`src/eds_pkg.sv`:
```
// constants, types and register map of the event step sequencer
package eds_pkg;
  localparam int STEPS = 16;
  localparam int OUTS = 16;
  localparam int CLK_PERIOD_PS = 5000;
  localparam longint HUNDREDTH_PS = 64'd10_000_000_000;
  localparam int TICK_CYCLES = int'(HUNDREDTH_PS / CLK_PERIOD_PS);
  localparam logic [13:0] SETTING_MAX = 14'd9999;
  // register byte offsets
  localparam logic [7:0] OFS_TIMEBASE = 8'h00;
  localparam logic [7:0] OFS_LAST_STEP = 8'h04;
  localparam logic [7:0] OFS_OUT_MASK = 8'h08;
  localparam logic [7:0] OFS_STATUS = 8'h0C;
  localparam logic [7:0] OFS_STEP_COUNT = 8'h10;
  localparam logic [7:0] OFS_TICK_TIMER = 8'h14;
  localparam logic [7:0] OFS_PRESET_STEP = 8'h18;
  localparam logic [7:0] OFS_CURRENT_STEP = 8'h1C;
  localparam logic [7:0] OFS_PATTERN_BASE = 8'h40;
  localparam logic [7:0] OFS_LIMIT_BASE = 8'h80;
  localparam logic [7:0] OFS_EVCFG_BASE = 8'hC0;
  // reset values
  localparam logic [13:0] RST_TIMEBASE = 14'h0001;
  localparam logic [4:0] RST_LAST_STEP = 5'h10;
  localparam logic [15:0] RST_OUT_MASK = 16'hFFFF;
  localparam logic [4:0] RST_PRESET_STEP = 5'h01;
  localparam logic [15:0] RST_PATTERN = 16'h0000;
  localparam logic [13:0] RST_LIMIT = 14'h0000;
  // event config field positions
  localparam int EVCFG_MODE_LSB = 0;
  localparam int EVCFG_SRC_LSB = 2;
  localparam int EVCFG_BIT_LSB = 4;

  typedef enum logic [1:0] {
    MODE_TIMER = 2'h0,
    MODE_EVENT = 2'h1,
    MODE_BOTH = 2'h2
  } eds_mode_e;

  typedef enum logic [1:0] {
    SRC_INPUT = 2'h0,
    SRC_OUTPUT = 2'h1,
    SRC_RELAY = 2'h2
  } eds_src_e;

  typedef struct packed {
    logic [3:0] bit_sel;
    eds_src_e src;
    eds_mode_e mode;
  } eds_evcfg_s;

  // gray along run -> complete -> held
  typedef enum logic [1:0] {
    ST_RUN = 2'b00,
    ST_DONE = 2'b01,
    ST_HELD = 2'b11
  } eds_state_e;
endpackage : eds_pkg

```
`src/eds_sequencer.sv`:
```
// event step sequencer with avalon-mm register slave
//
// Overview of operation
// - sixteen steps, each holding an on/off state for sixteen outputs
// - steps numbered 1..16, outputs 0..15 matching word bit positions
// - all steps share outputs; each step has its own pattern
// - timebase selectable from 0.01 s up to 99.99 s
// - one shared timebase, a separate count limit per step
// - dwell equals 0.01 s times timebase times step count
// - timebase and step counts accept values up to 9999
// - expired counts move to next step, outputs change at once
// - state evaluated once per scan tick only; a current step write here jumps off scan
// - timer-and-event step: timer runs only while event is true
// - each step is timer-only, event-only or both, mixed freely
// - step event chosen from input, output or relay points
// - partial use of steps and outputs is allowed
// - four consecutive progress words: count, timer, preset, step
// - complete bit set at cycle end, cleared on reset
// - first word holds count in step, fourth the current step
// - second word holds elapsed time in 0.01 s units
// - preset word changes only when software writes it
// - while reset is active the sequencer sits at the preset step
// - preset lets the sequencer jump directly to any step
// - reset beats start; start on runs, start off freezes
// - with reset off each jog rising edge advances one step
// - after last step: complete, keep pattern, ignore start and jog
// - start off halts in current step keeping outputs
//
// Our own choices: the address map and the Avalon-MM register port.
`timescale 1ns/1ps
module eds_sequencer #(
  parameter int TICK_CYCLES = eds_pkg::TICK_CYCLES
) (
  input wire logic mclk_i,
  input wire logic srst_i,
  input wire logic ce_i,
  // avalon-mm slave
  input wire logic [7:0] avs_address_i,
  input wire logic avs_read_i,
  input wire logic avs_write_i,
  input wire logic [31:0] avs_writedata_i,
  output logic [31:0] avs_readdata_o,
  output logic avs_waitrequest_o,
  // scan-driven control
  input wire logic scan_tick_i,
  input wire logic start_i,
  input wire logic jog_i,
  input wire logic seq_reset_i,
  input wire logic [15:0] input_points_i,
  input wire logic [15:0] relay_points_i,
  output logic [15:0] pattern_o,
  output logic complete_o
);
  import eds_pkg::*;

  // step table; memories live here
  logic [15:0] pattern_mem [STEPS];
  logic [13:0] limit_mem [STEPS];
  eds_evcfg_s evcfg_mem [STEPS];

  logic [13:0] timebase;
  logic [4:0] last_step;
  logic [15:0] out_mask;
  logic [4:0] preset_step;
  logic [4:0] cur_step;
  logic [15:0] step_count;
  logic [15:0] tick_timer;
  eds_state_e state;
  logic jog_prev;
  logic [15:0] pend_ticks;
  logic [31:0] tick_div;
  logic bus_ack;
  logic [31:0] next_rdata;
  logic wr_go;
  logic [3:0] widx;
  logic [13:0] wset;

  assign wr_go = avs_write_i & bus_ack & ce_i;
  assign widx = avs_address_i[5:2];
  // settings whose low 16 bits exceed the largest legal value clamp to it
  assign wset = (avs_writedata_i[15:0] > 16'(SETTING_MAX)) ? SETTING_MAX :
                avs_writedata_i[13:0];

  // one wait state per access; readdata is captured beforehand
  assign avs_waitrequest_o = (avs_read_i | avs_write_i) & ~bus_ack;

  always_ff @(posedge mclk_i) begin
    if (srst_i) begin
      bus_ack <= 1'b0;
    end else if (ce_i) begin
      bus_ack <= (avs_read_i | avs_write_i) & ~bus_ack;
    end
  end

  // read mux; unmapped addresses read zero
  always_comb begin
    next_rdata = 32'h0000_0000;
    if (avs_address_i == OFS_TIMEBASE) begin
      next_rdata = {18'h00000, timebase};
    end else if (avs_address_i == OFS_LAST_STEP) begin
      next_rdata = {27'h0000000, last_step};
    end else if (avs_address_i == OFS_OUT_MASK) begin
      next_rdata = {16'h0000, out_mask};
    end else if (avs_address_i == OFS_STATUS) begin
      next_rdata = {30'h00000000, state == ST_HELD, complete_o};
    end else if (avs_address_i == OFS_STEP_COUNT) begin
      next_rdata = {16'h0000, step_count};
    end else if (avs_address_i == OFS_TICK_TIMER) begin
      next_rdata = {16'h0000, tick_timer};
    end else if (avs_address_i == OFS_PRESET_STEP) begin
      next_rdata = {27'h0000000, preset_step};
    end else if (avs_address_i == OFS_CURRENT_STEP) begin
      next_rdata = {27'h0000000, cur_step};
    end else if (avs_address_i[7:6] == OFS_PATTERN_BASE[7:6]) begin
      next_rdata = {16'h0000, pattern_mem[widx]};
    end else if (avs_address_i[7:6] == OFS_LIMIT_BASE[7:6]) begin
      next_rdata = {18'h00000, limit_mem[widx]};
    end else if (avs_address_i[7:6] == OFS_EVCFG_BASE[7:6]) begin
      next_rdata = {24'h000000, evcfg_mem[widx]};
    end
  end

  always_ff @(posedge mclk_i) begin
    if (srst_i) begin
      avs_readdata_o <= 32'h0000_0000;
    end else if (ce_i && avs_read_i && !bus_ack) begin
      avs_readdata_o <= next_rdata;
    end
  end

  // global configuration registers
  always_ff @(posedge mclk_i) begin
    if (srst_i) begin
      timebase <= RST_TIMEBASE;
      last_step <= RST_LAST_STEP;
      out_mask <= RST_OUT_MASK;
      preset_step <= RST_PRESET_STEP;
    end else if (wr_go) begin
      if (avs_address_i == OFS_TIMEBASE) begin
        // zero would count on every scan; 0.01 s is the floor
        timebase <= (wset == 14'h0000) ? 14'h0001 : wset;
      end else if (avs_address_i == OFS_LAST_STEP) begin
        if (avs_writedata_i[4:0] != 5'h00 && avs_writedata_i[4:0] <= 5'h10) begin
          last_step <= avs_writedata_i[4:0];
        end
      end else if (avs_address_i == OFS_OUT_MASK) begin
        out_mask <= avs_writedata_i[15:0];
      end else if (avs_address_i == OFS_PRESET_STEP) begin
        if (avs_writedata_i[4:0] != 5'h00 && avs_writedata_i[4:0] <= 5'h10) begin
          preset_step <= avs_writedata_i[4:0];
        end
      end
    end
  end

  // per-step table writes
  always_ff @(posedge mclk_i) begin
    if (srst_i) begin
      for (int i = 0; i < STEPS; i++) begin
        pattern_mem[i] <= RST_PATTERN;
        limit_mem[i] <= RST_LIMIT;
        evcfg_mem[i] <= '0;
      end
    end else if (wr_go) begin
      if (avs_address_i[7:6] == OFS_PATTERN_BASE[7:6]) begin
        pattern_mem[widx] <= avs_writedata_i[15:0];
      end else if (avs_address_i[7:6] == OFS_LIMIT_BASE[7:6]) begin
        limit_mem[widx] <= wset;
      end else if (avs_address_i[7:6] == OFS_EVCFG_BASE[7:6]) begin
        evcfg_mem[widx] <= avs_writedata_i[7:0];
      end
    end
  end

  // 0.01 s tick generator and pending tick tally between scans
  always_ff @(posedge mclk_i) begin
    if (srst_i) begin
      tick_div <= 32'h0000_0000;
    end else if (ce_i) begin
      if (tick_div >= 32'(TICK_CYCLES - 1)) begin
        tick_div <= 32'h0000_0000;
      end else begin
        tick_div <= tick_div + 32'h0000_0001;
      end
    end
  end

  logic tick_now;
  assign tick_now = (tick_div >= 32'(TICK_CYCLES - 1));

  // a tick in the scan cycle itself survives the consume
  always_ff @(posedge mclk_i) begin
    if (srst_i) begin
      pend_ticks <= 16'h0000;
    end else if (ce_i) begin
      if (scan_tick_i) begin
        pend_ticks <= {15'h0000, tick_now};
      end else if (tick_now && pend_ticks != 16'hFFFF) begin
        pend_ticks <= pend_ticks + 16'h0001;
      end
    end
  end

  // current step's settings and chosen event point
  logic [3:0] cidx;
  eds_evcfg_s ccfg;
  logic ev_true;
  logic timer_on;
  logic [16:0] t_sum;
  logic cnt_step;
  logic [15:0] cnt_next;
  logic expire;
  logic jog_rise;

  assign cidx = 4'(cur_step - 5'h01);
  assign ccfg = evcfg_mem[cidx];

  always_comb begin
    ev_true = 1'b0;
    case (ccfg.src)
      SRC_INPUT: ev_true = input_points_i[ccfg.bit_sel];
      SRC_OUTPUT: ev_true = pattern_o[ccfg.bit_sel];
      SRC_RELAY: ev_true = relay_points_i[ccfg.bit_sel];
      default: ev_true = 1'b0;
    endcase
  end

  // timer only runs in timed modes, gated by the event when both
  assign timer_on = (ccfg.mode == MODE_TIMER) ||
                    (ccfg.mode == MODE_BOTH && ev_true);
  assign t_sum = {1'b0, tick_timer} + {1'b0, pend_ticks};
  assign cnt_step = t_sum >= {3'h0, timebase};
  assign cnt_next = step_count + {15'h0000, cnt_step};
  // dwell = 0.01 s * timebase * limit
  assign expire = timer_on && (cnt_next >= {2'h0, limit_mem[cidx]}) ||
                  (ccfg.mode == MODE_EVENT && ev_true);
  assign jog_rise = jog_i & ~jog_prev;

  // sequencer state, evaluated once per scan tick; current step writes apply at once
  always_ff @(posedge mclk_i) begin
    if (srst_i) begin
      state <= ST_RUN;
      cur_step <= RST_PRESET_STEP;
      step_count <= 16'h0000;
      tick_timer <= 16'h0000;
      complete_o <= 1'b0;
      jog_prev <= 1'b0;
    end else if (ce_i) begin
      if (wr_go && avs_address_i == OFS_CURRENT_STEP &&
          avs_writedata_i[4:0] != 5'h00 && avs_writedata_i[4:0] <= 5'h10) begin
        cur_step <= avs_writedata_i[4:0];
        step_count <= 16'h0000;
        tick_timer <= 16'h0000;
        if (state == ST_DONE) begin
          state <= ST_RUN;
          complete_o <= 1'b0;
        end
      end else if (scan_tick_i) begin
        jog_prev <= jog_i;
        if (seq_reset_i) begin
          // held at preset; the step does not run
          state <= ST_HELD;
          cur_step <= preset_step;
          complete_o <= 1'b0;
          step_count <= 16'h0000;
          tick_timer <= 16'h0000;
        end else if (state == ST_DONE) begin
          state <= ST_DONE;
        end else if (jog_rise) begin
          step_count <= 16'h0000;
          tick_timer <= 16'h0000;
          state <= ST_RUN;
          if (cur_step >= last_step) begin
            state <= ST_DONE;
            complete_o <= 1'b1;
          end else begin
            cur_step <= cur_step + 5'h01;
          end
        end else if (!start_i) begin
          state <= ST_RUN; // frozen, outputs held
        end else begin
          state <= ST_RUN;
          if (expire) begin
            step_count <= 16'h0000;
            tick_timer <= 16'h0000;
            if (cur_step >= last_step) begin
              state <= ST_DONE;
              complete_o <= 1'b1;
            end else begin
              cur_step <= cur_step + 5'h01;
            end
          end else if (timer_on) begin
            step_count <= cnt_next;
            tick_timer <= cnt_step ? 16'h0000 : t_sum[15:0];
          end
        end
      end
    end
  end

  // outputs follow the current step one cycle later; masked outputs stay off
  always_ff @(posedge mclk_i) begin
    if (srst_i) begin
      pattern_o <= 16'h0000;
    end else if (ce_i) begin
      pattern_o <= pattern_mem[cidx] & out_mask;
    end
  end
endmodule : eds_sequencer

```
`config.mk`:
```
export PLATFORM = sky130hd
export DESIGN_NAME = eds_sequencer
export DESIGN_NICKNAME = d
export VERILOG_FILES = /design/src/eds_pkg.sv /design/src/eds_sequencer.sv
export SDC_FILE = /design/constraint.sdc
export NUM_CORES = 2
export LEC_CHECK = 0
export ABC_AREA = 1
export BUFFER_PORTS_ARGS = -buffer_cell sky130_fd_sc_hd__buf_4
export CORE_MARGIN = 1
export CORE_UTILIZATION = 54
export CTS_BUF_LIST = sky130_fd_sc_hd__clkbuf_16
export CTS_CLUSTER_SIZE = 8
export DETAILED_ROUTE_END_ITERATION = 16
export HOLD_SLACK_MARGIN = 0.02
export PLACE_DENSITY_LB_ADDON = 0.05
export SLEW_MARGIN = 0
export SYNTH_ARGS = -nofsm -noshare
export SYNTH_HDL_FRONTEND = slang
export SYNTH_SLANG_ARGS = --single-unit
```
`constraint.sdc`:
```
create_clock -name mclk_i -period 12.8 [get_ports mclk_i]
set_input_delay 2.56 -clock mclk_i [delete_from_list [all_inputs] [get_ports mclk_i]]
set_output_delay 2.56 -clock mclk_i [all_outputs]
set_load 0.05 [all_outputs]
```
---- After elaboration in Yosys (flattened, before gate mapping) ----
Memory sizes are Yosys's and may differ from the RTL's.
Cells that the tools add are included.
storage, ports and cells
  bits in registers ....................... 178
  memory bits (writable) .................. 608
  output and inout port bits .............. 50
  word-level logic and storage cells ...... 190
  memories ................................ 3
cells by class
  add/sub/neg operators ................... 6
  order comparisons ....................... 7
  equal/unequal tests ..................... 19
  multiplexer cells ....................... 92
  bitwise gates (word level) .............. 12
  reduce and logical (&&, ||, !) cells .... 36
memories
  name         depth  bits a word  rd ports  clocked after Yosys merged registers in  write ports  RTL line             RTL
  pattern_mem  16     16           2         0                                        16           eds_sequencer.sv:57  logic [15:0] pattern_mem [STEPS];
  limit_mem    16     14           2         0                                        16           eds_sequencer.sv:58  logic [13:0] limit_mem [STEPS];
  evcfg_mem    16     8            2         0                                        16           eds_sequencer.sv:59  eds_evcfg_s evcfg_mem [STEPS];
operators by type and width
  kind                                                                                   number
  16-bit 2-to-1 mux                                                                      29
  14-bit 2-to-1 mux                                                                      4
  5-bit 2-to-1 mux                                                                       8
  1-bit 2-to-1 mux                                                                       37
  32-bit by 1-bit adder with 32-bit output, second input constant                        1
  8-bit by 5-bit == test with 1-bit output, second input constant                        4
  32-bit by 21-bit greater-or-equal comparator with 1-bit output, second input constant  1
  32-bit 2-to-1 mux                                                                      1
  16-bit by 16-bit adder with 17-bit output                                              1
  17-bit by 14-bit greater-or-equal comparator with 1-bit output                         1
  16-bit by 1-bit adder with 16-bit output                                               1
  16-bit by 1-bit adder with 16-bit output, second input constant                        1
  16-bit bitwise AND                                                                     1
  8-bit by 4-bit == test with 1-bit output, second input constant                        2
  16-bit by 14-bit greater-or-equal comparator with 1-bit output                         1
  16-bit by 14-bit > comparator with 1-bit output, second input constant                 1
  8-bit 2-to-1 mux                                                                       2
  16-bit inequality test, second input constant                                          1
  16-bit OR reduction                                                                    1
  14-bit zero test                                                                       1
  14-bit OR reduction                                                                    1
  1-bit binary-select mux with 4-bit select                                              3
  4-bit 2-to-1 mux                                                                       3
  6-bit AND reduction                                                                    2
  28 further kinds                                                                       64

---- Depth between registers and ports, before layout ----
An unclocked memory read counts as a cell.
  depth after elaboration ................. 16
  mapped depth ............................ 43
  depth with buffers taken out ............ 42

---- Worst setup path before layout ----
Ideal clock, no wire load.
  path kind ............................... register to register
  start point ............................. register pend_ticks[0]
  end point ............................... register tick_timer[10]
  data arrival time ....................... 6,016 ps
  required time ........................... 12,686 ps
  slack ................................... 6,670 ps
  cell stages (with the launch flop) ...... 42
  cells stage by stage .................... dfxtp_1 > ha_1 > inv_1 > fa_1 > o31ai_1 > a21oi_1 > nor2_1 > nor2_1 > o21ai_0 > inv_1 > o21ai_0 > a21oi_1 > xnor2_1 > ha_1 > nand2_1 > nor3_1 > nand2_1 > o2111ai_1 > (+6 left out) > nor2_1 > nand3_1 > nor3_1 > nand3_1 > xor2_1 > ha_1 > inv_1 > o31ai_1 > a21oi_1 > o21ai_0 > nand3_2 > nand3_4 > nand2_1 > nand2_1 > buf_2 > nand2_1 > nand2_1 > nor2_2
between the ends
  word-level cells in the longest chain between the ends .. 13
ends and longest elaborated chain
  what                                                            RTL line              RTL
  from (decl)                                                     eds_sequencer.sv:70   logic [15:0] pend_ticks;
  from (signal assigned)                                          eds_sequencer.sv:197  pend_ticks <= {15'h0000, tick_now};
  from (signal assigned)                                          eds_sequencer.sv:199  pend_ticks <= pend_ticks + 16'h0001;
  16-bit by 16-bit adder with 17-bit output (*)                   eds_sequencer.sv:231  assign t_sum = {1'b0, tick_timer} + {1'b0, pend_ticks};
  17-bit by 14-bit greater-or-equal comparator with 1-bit output  eds_sequencer.sv:232  assign cnt_step = t_sum >= {3'h0, timebase};
  16-bit by 1-bit adder with 16-bit output                        eds_sequencer.sv:233  assign cnt_next = step_count + {15'h0000, cnt_step};
  16-bit by 14-bit greater-or-equal comparator with 1-bit output  eds_sequencer.sv:235  assign expire = timer_on && (cnt_next >= {2'h0, limit_mem[cidx]}) ||
  1-bit logical AND                                               eds_sequencer.sv:235
  1-bit logical OR                                                eds_sequencer.sv:235
  16-bit 2-to-1 mux                                               eds_sequencer.sv:283  if (expire) begin
  16-bit 2-to-1 mux                                               eds_sequencer.sv:279  end else if (!start_i) begin
  16-bit 2-to-1 mux                                               eds_sequencer.sv:269  end else if (jog_rise) begin
  16-bit 2-to-1 mux                                               eds_sequencer.sv:267  end else if (state == ST_DONE) begin
  16-bit 2-to-1 mux                                               eds_sequencer.sv:260  if (seq_reset_i) begin
  16-bit 2-to-1 mux                                               eds_sequencer.sv:258  end else if (scan_tick_i) begin
  16-bit 2-to-1 mux                                               eds_sequencer.sv:249  if (wr_go && avs_address_i == OFS_CURRENT_STEP &&
  to (signal assigned)                                            eds_sequencer.sv:294  tick_timer <= cnt_step ? 16'h0000 : t_sum[15:0];
  to (decl)                                                       eds_sequencer.sv:67   logic [15:0] tick_timer;
Mark *: on every way between the ends. The rest lies on a longest branch, timed or not. The select of a mux whose other input is x is not followed.
A chain may end at the register's enable or synchronous reset.

---- Worst setup path in the final report ----
  start point ............................. register pend_ticks[0]
  end point ............................... register tick_timer[1]
The elaborated chain is that of the path after synthesis.

==> flow_summary.yaml <==
sta:
  finalHoldViolations: 0
  rsz0062_at_grt: "no"
  max_clock_freq_mhz: 122
  fin_crit_ns: 8.22
  holdWs_ns: 0.434
  timing.final.ws_setup_ns: 4.58
  layout_worst_path_cycle_share_pct: 64.2
  tightest_slew_ns: 1.26
  final.setup.tns_ns: 0
  finalClockSkew_ns: 0.0349
  relSlewSlack_pct: 16.1
  finalSetupViolCount: 0
  slew_violations: 0
detailed_routing:
  wl_per_cell_um: 26.8
  via_count: 37020
  drt_iter0_drc: 5586
  drt_pass1_iterations: 8
  ant_nets: 0
  drc_errors: 0
  via_per_inst: 6.52
  drt-total-wl_um: 152000
logic_synthesis:
  netlist_instances: 4709
  synth_area_mm2: 0.0408
  yosysWarnings: 0
  synth_edf_count: 608
  post_synth.cell_area_avg_um2: 8.67
  ys_seq_area_share_pct: 52.7
  ys.flop_type: "edfxtp_1"
  ys_ff_latch: 770
  yosysUniqueCellTypes: 66
  async_flop_share_pct: 0
final_layout:
  area_delta_synth_final_pct: 10.1
  final_common_cell: "nand2_1"
  multi_input_area_mm2: 0.0166
  fin_util_pct: 60.3
  fillers: 6556
  drive_gt1_share_pct: 7.35
  regArea_mm2: 0.0215
  nets: 4794
  diodes: 0
  mostFrequentLayoutCells: "nand2_1 (874), nor2_1 (774), edfxtp_1 (608), a21oi_1 (381), inv_1 (369)"
power_and_ir_drop:
  powerDensity_mw_per_mm2: 147
  p_leak_nw: 17.7
  peakVddDrop_v: 0.000120
  p_total_mw: 6.62
cts:
  cts_buffer_depth: 3
  cts_hold_buf: 0
  cts_buffers: 106
  insertion_delay_ns: 0.69
  cts_tree: "done"
  cts_resized: 0
  post_cts_buffers: 0
  root_buffer: "clkbuf_16"
  clkTransAtPathRegs_ns: 0.05
  ctsHtreeMaxLevel: 3
  clock_sinks: 770
status:
  status: "finished, final reports clean"
placed_design:
  pre_cts_slack_ns: 4.76
  gp_congestion: 0.927
  io_buffers: 98
  hpwl_um: 94300
worst_hold_path:
  hp-class: "flip-flop to flip-flop"
floorplan:
  initial_core_util_pct: 54.7
  io_pins: 131
  rows: 100
  fp.dieH_um: 277
  core-area_mm2: 0.0746
  dieWidth_um: 277
  dieArea_mm2: 0.0767
worst_setup_path:
  worstPathRequired_ns: 13.35
  crit_fanout: 20
  crit_type: "flip-flop to flip-flop"
  rrSetupSlack_ns: 4.58
  arrival_ns: 8.77
  cp_slowest_cell: "nand2_1"
  end_kind: "flip-flop"
  critPathMaxStageDelay_ns: 0.59
  crit_path_frequent_cell: "nand2_1"
  critPathLaunchType: "flip-flop"
grt:
  grt_antenna_before_repair: 4
  grt_pass1_wl_um: 221000
  grt-ovfl-total: 0
  grt_pass1_vias: 34226
  grt_max_degree: 183
  track_usage_pct: 38.8
job:
  max-cap-violations: 0
==> flip-flops by register name, indices dropped and copies added, names as in the netlist <==
register	count
avs_readdata_o	16
bus_ack	1
complete_o	1
cur_step	5
evcfg_mem	128
jog_prev	1
last_step	5
limit_mem	224
out_mask	16
pattern_mem	256
pattern_o	16
pend_ticks	16
preset_step	5
state	2
step_count	16
tick_div	32
tick_timer	16
timebase	14
==> Yosys cell counts, types with 33 or more instances <==
cell,instances,share of area [%]
a221oi_1,51,1.1
dfxtp_1,162,7.9
nor3_1,38,0.47
inv_1,325,3.0
o211ai_1,49,0.90
a21oi_1,381,4.7
o22ai_1,157,2.4
clkbuf_1,248,2.3
a22oi_1,168,3.1
nand2_1,876,8.1
edfxtp_1,608,45
o21ai_0,234,2.9
nand3_1,159,1.9
ha_1,57,1.7
buf_1,33,0.30
nor2_1,777,7.1
==> path summary, 6_finish.rpt <==
kind / start / to / cells past startpoint
worst max register to register: pend_ticks[0] / tick_timer[1] / 40
worst max-delay path: pend_ticks[0] / tick_timer[1] / 40
worst min register to register: tick_div[21] / tick_div[21] / 2
worst min-delay path: tick_div[21] / tick_div[21] / 2
==> where the power goes <==
group / switching (mW) / internal, mW / total [mW]
Sequential: 0.0676 / 2.79 / 2.86
Clock: 1.11 / 1.50 / 2.60
Combinational: 0.853 / 0.309 / 1.16
==> cell families after synthesis <==
group                      share of synthesized area, %
and+or+nand+nor                                    19.5
xor gates and xnor gates                          0.880
buffers and inverters                              6.93
adders and majority gates                          1.80
other                                           0.00919
DFF                                                52.7
AOI/OAI and AO/OA                                  18.2
==> stage by stage <==
stage	instance area (um2)	cells
2_1_floorplan	40900	4724
3_3_place_gp	41900	5516
3_5_place_dp	41900	5516
4_1_cts	44900	5677
5_1_grt	44900	5677
6_report	44900	5677
==> metal layers <==
layer / wire length (um) / global-route usage (%) / vias up
met1: 56600 / 51.1 / 17618
met4: 8830 / 20.1 / 6
li1: - / - / 16359
met3: 18900 / 8.53 / 523
met2: 67900 / 60.2 / 2514
met5: 41 / 0 / -
==> worst max-delay path, delay by kind of cell (launching register included) <==
family | cells | cell delay [ns]
and+or+nand+nor | 19 | 3.03
AOI/OAI and AO/OA | 10 | 2.42
buffers and inverters | 3 | 0.16
adders and majority gates | 6 | 1.61
xor gates and xnor gates | 2 | 0.37
DFF | 1 | 0.50
==> final cells by class <==
cell class / count / share of cell area, %
Clock inverter: 53 / 0.654
Inverter: 358 / 3.02
Tap cell: 969 / 2.70
Timing Repair Buffer: 167 / 2.85
Multi-Input combinational cell: 3252 / 36.9
Clock buffer: 108 / 6.01
Sequential cell: 770 / 47.8
Note: power is estimated with default switching activity, not from simulation.
